--- src/verilog/time_quality_pkg.sv ---
// ==========================================================
// Constants shared by the time-quality block.
package time_quality_pkg;
  // Quality codes, best and worst.
  localparam logic [3:0]  CODE_BEST     = 4'h4;
  localparam logic [3:0]  CODE_WORST    = 4'h9;
  // Error bounds in nanoseconds for codes 4 to 8.
  localparam logic [31:0] BOUND_1US     = 32'h0000_03E8;
  localparam logic [31:0] BOUND_10US    = 32'h0000_2710;
  localparam logic [31:0] BOUND_100US   = 32'h0001_86A0;
  localparam logic [31:0] BOUND_1MS     = 32'h000F_4240;
  localparam logic [31:0] BOUND_10MS    = 32'h0098_9680;
  // Alarm delay in seconds (one hour) and reset values.
  localparam int          ALARM_SECONDS = 3600;
  localparam logic [3:0]  THRESH_RST    = 4'h9;
  localparam logic [31:0] DRIFT_RST     = 32'h0000_0064;
  // Register byte offsets.
  localparam logic [4:0]  OFS_CODE      = 5'h00;
  localparam logic [4:0]  OFS_THRESH    = 5'h04;
  localparam logic [4:0]  OFS_FAULT     = 5'h08;
  localparam logic [4:0]  OFS_DRIFT     = 5'h0C;
  localparam logic [4:0]  OFS_IRQ_STAT  = 5'h10;
  localparam logic [4:0]  OFS_IRQ_MASK  = 5'h14;
  localparam logic [4:0]  OFS_EST_ERR   = 5'h18;
  // Field positions.
  localparam int          POS_EVER      = 8;
  localparam int          POS_COAST     = 9;
  localparam int          IRQ_CHANGE    = 0;
  localparam int          IRQ_ALARM     = 1;
  // AHB transfer type with bit 1 set means a real transfer.
  localparam logic [1:0]  HTRANS_NONSEQ = 2'h2;
endpackage

--- src/verilog/time_quality_alarm.sv ---
`timescale 1ns/1ns
module time_quality_alarm
  import time_quality_pkg::*;
#(
  parameter int ALARM_SECS = ALARM_SECONDS
) (
  // Clock and synchronous reset.
  input  wire logic        mclk_i,
  input  wire logic        rst_i,
  // Reference status and measurement.
  input  wire logic        tick_1s_i,
  input  wire logic        locked_i,
  input  wire logic [31:0] err_meas_i,
  // AHB-Lite slave.
  input  wire logic        hsel_i,
  input  wire logic [31:0] haddr_i,
  input  wire logic [1:0]  htrans_i,
  input  wire logic        hwrite_i,
  input  wire logic [2:0]  hsize_i,
  input  wire logic [31:0] hwdata_i,
  input  wire logic        hready_i,
  output logic [31:0]      hrdata_o,
  output logic             hreadyout_o,
  output logic             hresp_o,
  // Status outputs.
  output logic [3:0]       time_quality_code_o,
  output logic             alarm_led_o,
  output logic             los_fault_o,
  output logic             irq_o
);

  // ==========================================================
  // State
  // All state in one record; the comb process builds the next copy.
  typedef struct packed {
    logic [3:0]  code;      // Reported quality code.
    logic        ever;      // Reference was locked at least once.
    logic        coast;     // Running on extrapolation.
    logic [31:0] est;       // Current error estimate in ns.
    logic [3:0]  thresh;    // Alarm threshold code.
    logic [31:0] drift;     // Worst-case drift in ns per second.
    logic [11:0] secs;      // Seconds spent at or past threshold.
    logic        alarm;     // Loss-of-signal alarm.
    logic [1:0]  istat;     // Sticky interrupt events.
    logic [1:0]  imask;     // Interrupt enables.
    logic        irq;       // Registered interrupt line.
    logic        dvalid;    // A write data phase is pending.
    logic [4:0]  daddr;     // Address of the pending write.
    logic [31:0] rdata;     // Read data for the data phase.
  } state_t;

  state_t cur_ff;  // Registered state.
  state_t nxt_st;  // Next state.

  // Maps an error in ns onto its quality code.
  function automatic logic [3:0] quality_of(input logic [31:0] e);
    if (e < BOUND_1US) begin
      quality_of = CODE_BEST;
    end else if (e < BOUND_10US) begin
      quality_of = 4'h5;
    end else if (e < BOUND_100US) begin
      quality_of = 4'h6;
    end else if (e < BOUND_1MS) begin
      quality_of = 4'h7;
    end else if (e < BOUND_10MS) begin
      quality_of = 4'h8;
    end else begin
      quality_of = CODE_WORST;
    end
  endfunction

  logic        addr_ph;  // Address phase taken this cycle.
  logic [3:0]  calc;     // Code from the current estimate.
  logic [32:0] sum;      // Estimate plus one second of drift.

  assign addr_ph = hsel_i && htrans_i[1] && hready_i;

  // ==========================================================
  // Next-state logic
  // Register writes land first so a read right behind sees them.
  always_comb begin
    nxt_st = cur_ff;
    sum    = {1'b0, cur_ff.est} + {1'b0, cur_ff.drift};
    calc   = CODE_WORST;

    // Write data phase of the previous transfer.
    nxt_st.dvalid = addr_ph && hwrite_i;
    nxt_st.daddr  = haddr_i[4:0];
    if (cur_ff.dvalid) begin
      case (cur_ff.daddr)
        OFS_THRESH: begin
          nxt_st.thresh = hwdata_i[3:0];
        end
        OFS_DRIFT: begin
          nxt_st.drift = hwdata_i;
        end
        OFS_IRQ_MASK: begin
          nxt_st.imask = hwdata_i[1:0];
        end
        OFS_IRQ_STAT: begin
          nxt_st.istat = cur_ff.istat & ~hwdata_i[1:0];
        end
        default: begin
          nxt_st.drift = cur_ff.drift;
        end
      endcase
    end

    // Error estimate: measured when locked, grown while coasting.
    if (locked_i) begin
      nxt_st.ever  = 1'b1;
      nxt_st.coast = 1'b0;
      nxt_st.est   = err_meas_i;
    end else if (cur_ff.ever) begin
      nxt_st.coast = 1'b1;
      if (tick_1s_i) begin
        // Saturate rather than wrap, so a long outage stays worst.
        nxt_st.est = sum[32] ? 32'hFFFF_FFFF : sum[31:0];
      end
    end

    // Quality code; the threshold plays no part here.
    if (!nxt_st.ever) begin
      nxt_st.code = CODE_WORST;
    end else begin
      calc = quality_of(nxt_st.est);
      if (nxt_st.coast && calc > cur_ff.code) begin
        nxt_st.code = cur_ff.code + 4'h1;
      end else begin
        nxt_st.code = calc;
      end
    end

    // One-hour timer against the threshold.
    if (cur_ff.code < cur_ff.thresh) begin
      nxt_st.secs  = 12'h000;
      nxt_st.alarm = 1'b0;
    end else if (tick_1s_i) begin
      if (cur_ff.secs == 12'(ALARM_SECS - 1)) begin
        nxt_st.alarm = 1'b1;
      end else begin
        nxt_st.secs = cur_ff.secs + 12'h001;
      end
    end

    // Events win over a clear in the same cycle.
    if (nxt_st.code != cur_ff.code) begin
      nxt_st.istat[IRQ_CHANGE] = 1'b1;
    end
    if (nxt_st.alarm && !cur_ff.alarm) begin
      nxt_st.istat[IRQ_ALARM] = 1'b1;
    end
    nxt_st.irq = |(nxt_st.istat & nxt_st.imask);

    // Read data, taken from the next state so it is current.
    nxt_st.rdata = 32'h0000_0000;
    if (addr_ph && !hwrite_i) begin
      case (haddr_i[4:0])
        OFS_CODE: begin
          nxt_st.rdata[3:0]      = nxt_st.code;
          nxt_st.rdata[POS_EVER]  = nxt_st.ever;
          nxt_st.rdata[POS_COAST] = nxt_st.coast;
        end
        OFS_THRESH: begin
          nxt_st.rdata[3:0] = nxt_st.thresh;
        end
        OFS_FAULT: begin
          nxt_st.rdata[0] = nxt_st.alarm;
        end
        OFS_DRIFT: begin
          nxt_st.rdata = nxt_st.drift;
        end
        OFS_IRQ_STAT: begin
          nxt_st.rdata[1:0] = nxt_st.istat;
        end
        OFS_IRQ_MASK: begin
          nxt_st.rdata[1:0] = nxt_st.imask;
        end
        OFS_EST_ERR: begin
          nxt_st.rdata = nxt_st.est;
        end
        default: begin
          nxt_st.rdata = 32'h0000_0000;
        end
      endcase
    end
  end

  // ==========================================================
  // State register
  // Synchronous reset; threshold comes up at nine.
  always_ff @(posedge mclk_i) begin
    if (rst_i) begin
      cur_ff        <= '0;
      cur_ff.code   <= CODE_WORST;
      cur_ff.thresh <= THRESH_RST;
      cur_ff.drift  <= DRIFT_RST;
    end else begin
      cur_ff <= nxt_st;
    end
  end

  // Outputs come straight from state flops.
  assign time_quality_code_o = cur_ff.code;
  assign alarm_led_o         = cur_ff.alarm;
  assign los_fault_o         = cur_ff.alarm;
  assign irq_o               = cur_ff.irq;
  assign hrdata_o            = cur_ff.rdata;
  // Zero wait states and always OKAY.
  assign hreadyout_o         = 1'b1;
  assign hresp_o             = 1'b0;
endmodule

--- config.mk ---
export PLATFORM = sky130hd
export DESIGN_NAME = time_quality_alarm
export DESIGN_NICKNAME = d
export VERILOG_FILES = /design/src/verilog/time_quality_pkg.sv /design/src/verilog/time_quality_alarm.sv
export SDC_FILE = /design/constraint.sdc
export NUM_CORES = 1
export LEC_CHECK = 0
export ABC_AREA = 1
export BUFFER_PORTS_ARGS = -buffer_cell sky130_fd_sc_hd__buf_2
export CAP_MARGIN = 15
export CORE_MARGIN = 8
export CORE_UTILIZATION = 25
export DETAILED_ROUTE_END_ITERATION = 16
export SLEW_MARGIN = 15
export SYNTH_ARGS = -nofsm -noshare
export SYNTH_HDL_FRONTEND = slang
export SYNTH_SLANG_ARGS = --single-unit
export TNS_END_PERCENT = 5
--- constraint.sdc ---
create_clock -name mclk_i -period 5.8 [get_ports mclk_i]
set_input_delay 0.58 -clock mclk_i [delete_from_list [all_inputs] [get_ports mclk_i]]
set_output_delay 0.58 -clock mclk_i [all_outputs]
set_load 0.01 [all_outputs]
* Word level (Yosys, flattened, before mapping)
Index checks and enable logic that the tools add are counted.
** Word-level totals
- Bits in registers :: 130
- Word-level logic and storage cells :: 84
- Output and inout bits :: 41
** Cells by class
- Order comparisons :: 7
- Bitwise gates (word level) :: 5
- Equality and inequality tests :: 12
- Mux-type cells :: 30
- $add $sub $neg :: 3
- Reduce and logical (&&, ||, !) cells :: 13
** Operators by type and width (number)
- $mux 32 :: 3
- $mux 33 :: 2
- $pmux 22 s2 :: 1
- $mux 36 :: 1
- $mux 4 :: 9
- $add 32x32->33 :: 1
- $lt 32x10->1 const B :: 1
- $lt 32x14->1 const B :: 1
- $lt 32x17->1 const B :: 1
- $lt 32x20->1 const B :: 1
- $lt 32x24->1 const B :: 1
- $eq 5x5->1 const B :: 5
- $eq 5x4->1 const B :: 3
- $add 12x1->12 const B :: 1
- $eq 12x12->1 const B :: 1
- $eq 5x3->1 const B :: 2
- $pmux 2 s4 :: 1
- $pmux 4 s2 :: 1
- $mux 1 :: 7
- $pmux 1 s7 :: 1
- $logic_and 1x1->1 :: 6
- $pmux 1 s6 :: 1
- $pmux 2 s3 :: 1
- $reduce_or 2->1 :: 3
- other kinds (11) :: 15

* Depth between registers and ports, before layout
Gate-level depths: netlist (run 1).
- Depth after elaboration :: 20
- Depth in mapped cells :: 41

* Worst setup path before layout (run 1)
No wires, ideal clock.
- Path type :: register -> register
- From :: register cur_ff[56] (netlist bit)
- To :: register cur_ff, in the netlist hrdata_o[0]
- Data required time :: 5.681 ns
- Path slack :: 1.675 ns
- Path buffers :: 0
- Clock period less this slack :: 4.125 ns
- Arrival :: 4.005 ns
- Library setup time :: 0.119 ns
- Stages on the path, launching flop included :: 38
- Path through :: dfxtp_1 -> ha_1 -> fa_1 -> nand2_1 -> nand2_1 -> nand3_2 -> nand2_2 -> nand2_2 -> nand2_4 -> nand2_4 -> nand2_4 -> nor2_8 -> nand3_2 -> a21boi_2 -> nand2_1 -> nor2_2 -> nand2_2 -> nor2_2 -> [... 2 more ...] -> inv_1 -> ha_1 -> inv_1 -> nor2_1 -> o211ai_1 -> nand2_1 -> nand2_1 -> inv_1 -> nand2_1 -> nand2_1 -> inv_1 -> nand3_1 -> nand2_1 -> nand3_1 -> nor2_1 -> nand3_2 -> nand2_1 -> a21oi_2
** Between the ends
- Word-level cells in the longest chain between the ends :: 19
- Elaborated cells between the ends (all ways) :: 25
- Classes of those cells :: 1 x add/sub; 6 x order compare; 1 x eq/ne; 16 x mux; 1 x reduce/logical
** RTL lines
- from (decl) :: RTL line time_quality_alarm.sv:52 : state_t cur_ff;
- from (signal assigned) :: RTL line time_quality_alarm.sv:199 : cur_ff <= nxt_st;
- $add 32x32->33 :: RTL line time_quality_alarm.sv:83 : sum = {1'b0, cur_ff.est} + {1'b0, cur_ff.drift};
- $mux 32 :: RTL line time_quality_alarm.sv:118 : nxt_st.est = sum[32] ? 32'hFFFF_FFFF : sum[31:0];
- $mux 32 :: RTL line time_quality_alarm.sv:116 : if (tick_1s_i) begin
- $mux 33 :: RTL line time_quality_alarm.sv:114 : end else if (cur_ff.ever) begin
- $mux 33 :: RTL line time_quality_alarm.sv:110 : if (locked_i) begin
- $lt 32x24->1 :: RTL line time_quality_alarm.sv:65 : end else if (e < BOUND_10MS) begin
- $mux 1 :: RTL line time_quality_alarm.sv:65
- $mux 4 :: RTL line time_quality_alarm.sv:63 : end else if (e < BOUND_1MS) begin
- [... 3 more ...]
- $mux 4 :: RTL line time_quality_alarm.sv:123 : if (!nxt_st.ever) begin
- $gt 4x4->1 :: RTL line time_quality_alarm.sv:127 : if (nxt_st.coast && calc > cur_ff.code) begin
- $logic_and 1x1->1 :: RTL line time_quality_alarm.sv:127
- $mux 4 :: RTL line time_quality_alarm.sv:127
- $mux 4 :: RTL line time_quality_alarm.sv:123
- $ne 4x4->1 :: RTL line time_quality_alarm.sv:147 : if (nxt_st.code != cur_ff.code) begin
- $mux 1 :: RTL line time_quality_alarm.sv:147
- $pmux 1 s7 * :: RTL line time_quality_alarm.sv:158 : case (haddr_i[4:0])
Mark *: on every way between the ends. The rest lies on a longest branch, timed or not. The select of a mux whose other input is x is not followed.
A chain may end at the register's enable or synchronous reset.

* Final worst setup path (run 1)
Same ends and word-level chain as after synthesis.

==> flow_summary.yaml, run 1 <==
setup_path:
  crit_slowest_cell: "fa_1"
  crit_type: "flip-flop to flip-flop"
  cpPeakStageDelay_ps: 450
  critPathLaunchType: "flip-flop"
  timing.critical_path.mode_cell: "nand2_1"
  worst-path-buf-inv: 4
  end_kind: "flip-flop"
  crit_arrival_ps: 5580
  required_ps: 6100
  critPathTopFamily: "simple AND/OR/NAND/NOR gates"
  crit_fanout: 6
global_route:
  use_met3_pct: 2.93
  grt_pass1_wl_um: 50000
  globalRouteOverflowTotal: 0
  grtUsageTotal_pct: 14.6
  grt_start_max_net_pins: 73
  met2_usage_pct: 25.9
  grt_busiest_layer: "met2"
  grtUsageMet1_pct: 16.7
  grt_antenna_before_repair: 2
  grt_pass1_vias: 9189
floorplan:
  fp.dieH_um: 208
  rows: 70
  io_pins: 149
  die_w_um: 208
  core_area_mm2: 0.0364
  dieArea_mm2: 0.0431
  start_util_pct: 25.2
cells_and_area:
  syn2layout_area_growth_pct: 14.8
  n_antenna_cell: 0
  final.fill_count: 4047
  final_area_mm2: 0.0105
  drive_above_1_share_pct: 15.2
  nNetsFinal: 1692
  multiInputGateArea_mm2: 0.00535
  register_area_mm2: 0.00260
synth:
  syn-cell-area_mm2: 0.00918
  synth-edff-count: 0
  synth_seq_cells: 130
  async_flop_share_pct: 0
  ys_warn_count: 0
  seq_area_frac_synth_pct: 28.3
  synth_fp_nets: 1621
  ys.flop_type: "dfxtp_1"
  synth_cell_type_count: 52
  syn_area_per_cell_um2: 6.24
  synthCells: 1471
sta:
  period_share_pct: 91.0
  setup_viol: 0
  max_freq_mhz: 189
  tightestPinTransition_ps: 1100
  rsz0062_at_grt: "false"
  min_period_ps: 5280
  setup_tns_ps: 0
  slew_violations: 0
  hold_violations: 0
  skew_ps: 14.9
  setup_ws_ps: 520
  slew_headroom_pct: 26.3
clocking:
  cts.sinks: 130
  cts_tree: "built"
  clk_latency_ps: 430
  cts_resized: 0
  h-tree-depth: 4
  cts.path.max_buffers: 2
  root_buffer: "clkbuf_16"
  cts_buffers: 17
  cts_hold_buffers: 0
  cts_setup_buffers: 0
  clkSlewWorstSetupHoldPaths_ps: 60
power:
  power.share.clock_pct: 45.3
  switching_share_pct: 30.3
  ir_worst_vdd_mv: 0.179
  internal_power_w: 0.00158
  p_seq_share_pct: 40.9
  power.leakage_nw: 5.44
  switchingPower_w: 0.000687
  p_per_area_mw_per_mm2: 215
  power_frac_comb_pct: 13.8
place:
  dpl_worst_slack_ps: 589
  hpwl_um: 25400
  dpl_cell_area_mm2: 0.0100
  place_congestion: 0.914
  io_buffers: 115
detailed_routing:
  first_pass_iters: 5
  wl_per_cell_um: 15.7
  drtIter0Drc: 527
  wl_um: 31700
  drc: 0
  ant_nets: 0
  via_per_inst: 4.57
  vias: 9240
flow_run:
  cap_viol_max_count: 0
worst_hold_path:
  min_path_type: "primary input to flip-flop"
status:
  status: "complete, no violations"
[power groups by stage]
stage | clock network (W) | registers, W | logic, W
finish | 0.00102 | 0.000927 | 0.000312
CTS | 0.00104 | 0.000926 | 0.000313
floorplan | 0 | 0.000943 | 0.000202
global route | 0.00108 | 0.000929 | 0.000349
global placement | 0 | 0.000946 | 0.000308
detailed placement | 0 | 0.000946 | 0.000311
[placed cells by master (no fill, tap or decap), types with 4 or more instances in the layout]
master | netlist | layout
a21boi_2 | 6 | 6
nand2_1 | 428 | 428
and2_1 | 12 | 12
or2_2 | 26 | 26
ha_1 | 41 | 41
inv_6 | 0 | 6
o21ai_0 | 31 | 31
xnor2_1 | 7 | 7
nor3_1 | 11 | 11
o22ai_1 | 17 | 17
nand3_2 | 9 | 9
nand2_2 | 12 | 12
mux2i_1 | 30 | 30
buf_2 | 2 | 115
a21oi_2 | 4 | 4
nand4_1 | 13 | 13
inv_2 | 4 | 4
a21oi_1 | 64 | 64
clkinvlp_4 | 0 | 4
buf_4 | 39 | 8
inv_1 | 204 | 204
dfxtp_1 | 130 | 130
xor2_1 | 4 | 4
clkbuf_16 | 0 | 17
nor2_2 | 13 | 13
nand3_1 | 67 | 67
nor2_1 | 216 | 216
clkinv_1 | 5 | 5
[worst register-to-register path, delay by kind of cell (launching register included)]
kind | cells | cell delay [ps]
simple gates | 27 | 3030
compound gates | 3 | 530
flops | 1 | 320
fa+ha+maj | 3 | 980
buf+inv | 4 | 290
[per-stage QoR]
step                      total power, W  hold slack (ps)  utilization [%]  std cells
after global placement           0.00125              449             27.4       1991
after global routing             0.00235              367             28.9       2023
after detailed placement         0.00126              471             27.4       1991
after floorplan                  0.00115              437                -       1471
after CTS                        0.00228              354             28.9       2023
final                            0.00226              370             28.9       2023
[flip-flops by register name, summed over array words and instances (netlist names)]
name                 cells
irq_o                    1
cur_ff                  92
hrdata_o                32
time_quality_code_o      4
alarm_led_o              1
[Yosys cell counts (13+ instances only)]
library cell    n  area (um2)
a21oi_1        64         320
buf_4          39         293
clkbuf_1       26        97.6
dfxtp_1       130        2600
ha_1           41         513
inv_1         204         766
mux2i_1        30         300
nand2_1       428        1610
nand3_1        67         335
nand4_1        13        81.3
nor2_1        216         811
nor2_2         13        81.3
o21ai_0        31         155
o22ai_1        17         106
or2_2          26         163
[metal layers]
metal | vias up | share of wire, %
li1 | 4711 | -
met1 | 4251 | 43
met2 | 214 | 49
met3 | 62 | 4.5
met4 | 2 | 3.9
met5 | - | 0.041
[cell families (layout without fill, tap and decap cells)]
family | Yosys count | count (layout) | synth area share (%)
adders and majority gates | 42 | 42 | 5.80
xor gates and xnor gates | 11 | 11 | 1.05
buffers and inverters | 285 | 369 | 13.4
muxes | 30 | 30 | 3.27
DFF | 130 | 130 | 28.3
and+or+nand+nor | 823 | 823 | 38.3
other | 2 | 2 | 0.0818
AOI/OAI and AO/OA | 148 | 148 | 9.81
[final cells by class]
class / instances / area share (%)
repair buffers: 124 / 6.22
inverters: 213 / 7.58
well taps: 468 / 5.55
clock inverters: 14 / 1.13
flip-flops and latches: 130 / 24.7
clock buffers: 18 / 4.07
multi-input cells: 1056 / 50.8
[final timing paths]
path,startpoint,end,slack [ps],depth (start not counted)
setup / recovery,cur_ff[56]$_SDFF_PP0_,hrdata_o[0]$_SDFF_PP0_,520,37
hold / removal,hwdata_i[6],cur_ff[62]$_SDFF_PP1_,370,3
setup reg to reg,cur_ff[56]$_SDFF_PP0_,hrdata_o[0]$_SDFF_PP0_,520,37
hold reg to reg,cur_ff[55]$_SDFFE_PP0P_,cur_ff[55]$_SDFFE_PP0P_,480,2
Note: power is estimated with default switching activity, not from simulation.
==> inputs of run 2 (changes only) <==
- RECOVER_POWER: unset -> 25
==> run 2 against run 1 <==
  * The flow now finishes with violations (capacitance limit, slew limit)
  * Critical path depth did not move
  * Die area did not move
  * Clock skew fell by 1.2 ps
  * Critical path type unchanged
  * Critical endpoint unchanged
==> flow_summary.yaml, run 2 (same netlist as run 1, synthesis figures left out) <==
power:
  power.leakage_nw: 5.29
  p_per_area_mw_per_mm2: 216
  ir_worst_vdd_mv: 0.179
  total_power_w: 0.00226
setup_path:
  cpPeakStageDelay_ps: 450
  crit_fanout: 6
  crit_slowest_cell: "fa_1"
  end_kind: "flip-flop"
  reg2reg_slack_ps: 510
  crit_type: "flip-flop to flip-flop"
  required_ps: 6100
  timing.critical_path.mode_cell: "nand2_1"
  critPathLaunchType: "flip-flop"
  crit_arrival_ps: 5590
cells_and_area:
  n_antenna_cell: 0
  largest_register_ffs: 92
  drive_above_1_share_pct: 13.0
  final_common_cell: "nand2_1"
  largest_register: "cur_ff"
  nNetsFinal: 1692
  final.fill_count: 4070
  syn2layout_area_growth_pct: 14.3
  final_cell_mix: "428 x nand2_1, 216 x nor2_1, 204 x inv_1"
sta:
  skew_ps: 13.7
  tightestPinTransition_ps: 3500
  setup_viol: 0
  holdWs_ps: 369
  setup_tns_ps: 0
  max_freq_mhz: 189
  slew_violations: 73
  rsz0062_at_grt: "false"
  min_period_ps: 5290
  hold_violations: 0
  slew_headroom_pct: -134
  period_share_pct: 91.3
floorplan:
  io_pins: 149
  dieArea_mm2: 0.0431
  rows: 70
  core_area_mm2: 0.0364
  die_w_um: 208
  fp.dieH_um: 208
  start_util_pct: 25.2
detailed_routing:
  ant_nets: 0
  first_pass_iters: 5
  drc: 0
  drtIter0Drc: 510
  vias: 9226
  wl_per_cell_um: 15.7
  wl_um: 31700
  via_per_inst: 4.56
clocking:
  cts_hold_buffers: 0
  clkSlewWorstSetupHoldPaths_ps: 60
  clk_latency_ps: 430
  h-tree-depth: 4
  cts_buffers: 17
  cts_resized: 0
  cts.sinks: 130
  cts.path.max_buffers: 2
  cts_tree: "built"
  root_buffer: "clkbuf_16"
  cts_setup_buffers: 0
global_route:
  grt_pass1_wl_um: 50000
  grt_antenna_before_repair: 1
  grt_start_max_net_pins: 73
  grt_pass1_vias: 9189
  globalRouteOverflowTotal: 0
  grtUsageTotal_pct: 14.6
status:
  violations: "capacitance limit, slew limit"
  status: "finished with violations"
worst_hold_path:
  min_path_type: "primary input to flip-flop"
flow_run:
  cap_viol_max_count: 1
place:
  hpwl_um: 25400
  io_buffers: 115
  place_congestion: 0.914
run 2: where the power goes:
part	total (W)	leakage, nW	switching, W	internal [W]
registers	0.000927	1.06	0.0000127	0.000914
logic	0.000313	3.98	0.000209	0.000104
clock network	0.00103	0.259	0.000466	0.000559
total	0.00226	5.29	0.000688	0.00158
run 2: cell type report:
cell class / instances / area [um2] / area share (%)
Tap cell: 468 / 586 / 5.58
Clock inverter: 14 / 119 / 1.13
Sequential cell: 130 / 2600 / 24.8
Clock buffer: 18 / 429 / 4.09
Multi-Input combinational cell: 1056 / 5350 / 51.0
Inverter: 213 / 800 / 7.61
Timing Repair Buffer: 124 / 611 / 5.82
run 2: final timing paths:
path | startpoint | endpoint | cells past startpoint
worst max-delay path | cur_ff[56]$_SDFF_PP0_ | hrdata_o[0]$_SDFF_PP0_ | 37
worst min-delay path | hwdata_i[6] | cur_ff[62]$_SDFF_PP1_ | 3
worst max register to register | cur_ff[56]$_SDFF_PP0_ | hrdata_o[0]$_SDFF_PP0_ | 37
worst min register to register | cur_ff[55]$_SDFFE_PP0P_ | cur_ff[55]$_SDFFE_PP0P_ | 2
run 2: per-stage QoR:
stage                     instances  area, um2  utilization [%]  setup slack, ps
after CTS                      2023      10500             28.9              563
after global placement         1991      10000             27.4              591
after floorplan                1471       9180                -             1680
after global routing           2023      10500             28.8             71.1
after detailed placement       1991      10000             27.4              589
final                          2023      10500             28.8              506
run 2: worst max-delay path, delay by kind of cell, from the launching register on:
family,cells,cell delay [ps]
AND/OR/NAND/NOR,27,3030
adder cells (fa/ha/maj),3,980
AO/OA/AOI/OAI,3,530
flip-flops,1,320
buffers and inverters,4,290
run 2: layer usage:
layer / wire length, um / share of wire, % / GRT usage, %
met1: 13600 / 43 / 16.7
met2: 15500 / 49 / 25.9
met3: 1340 / 4.2 / 2.93
met4: 1220 / 3.8 / 6.75
met5: 0 / 0 / 0
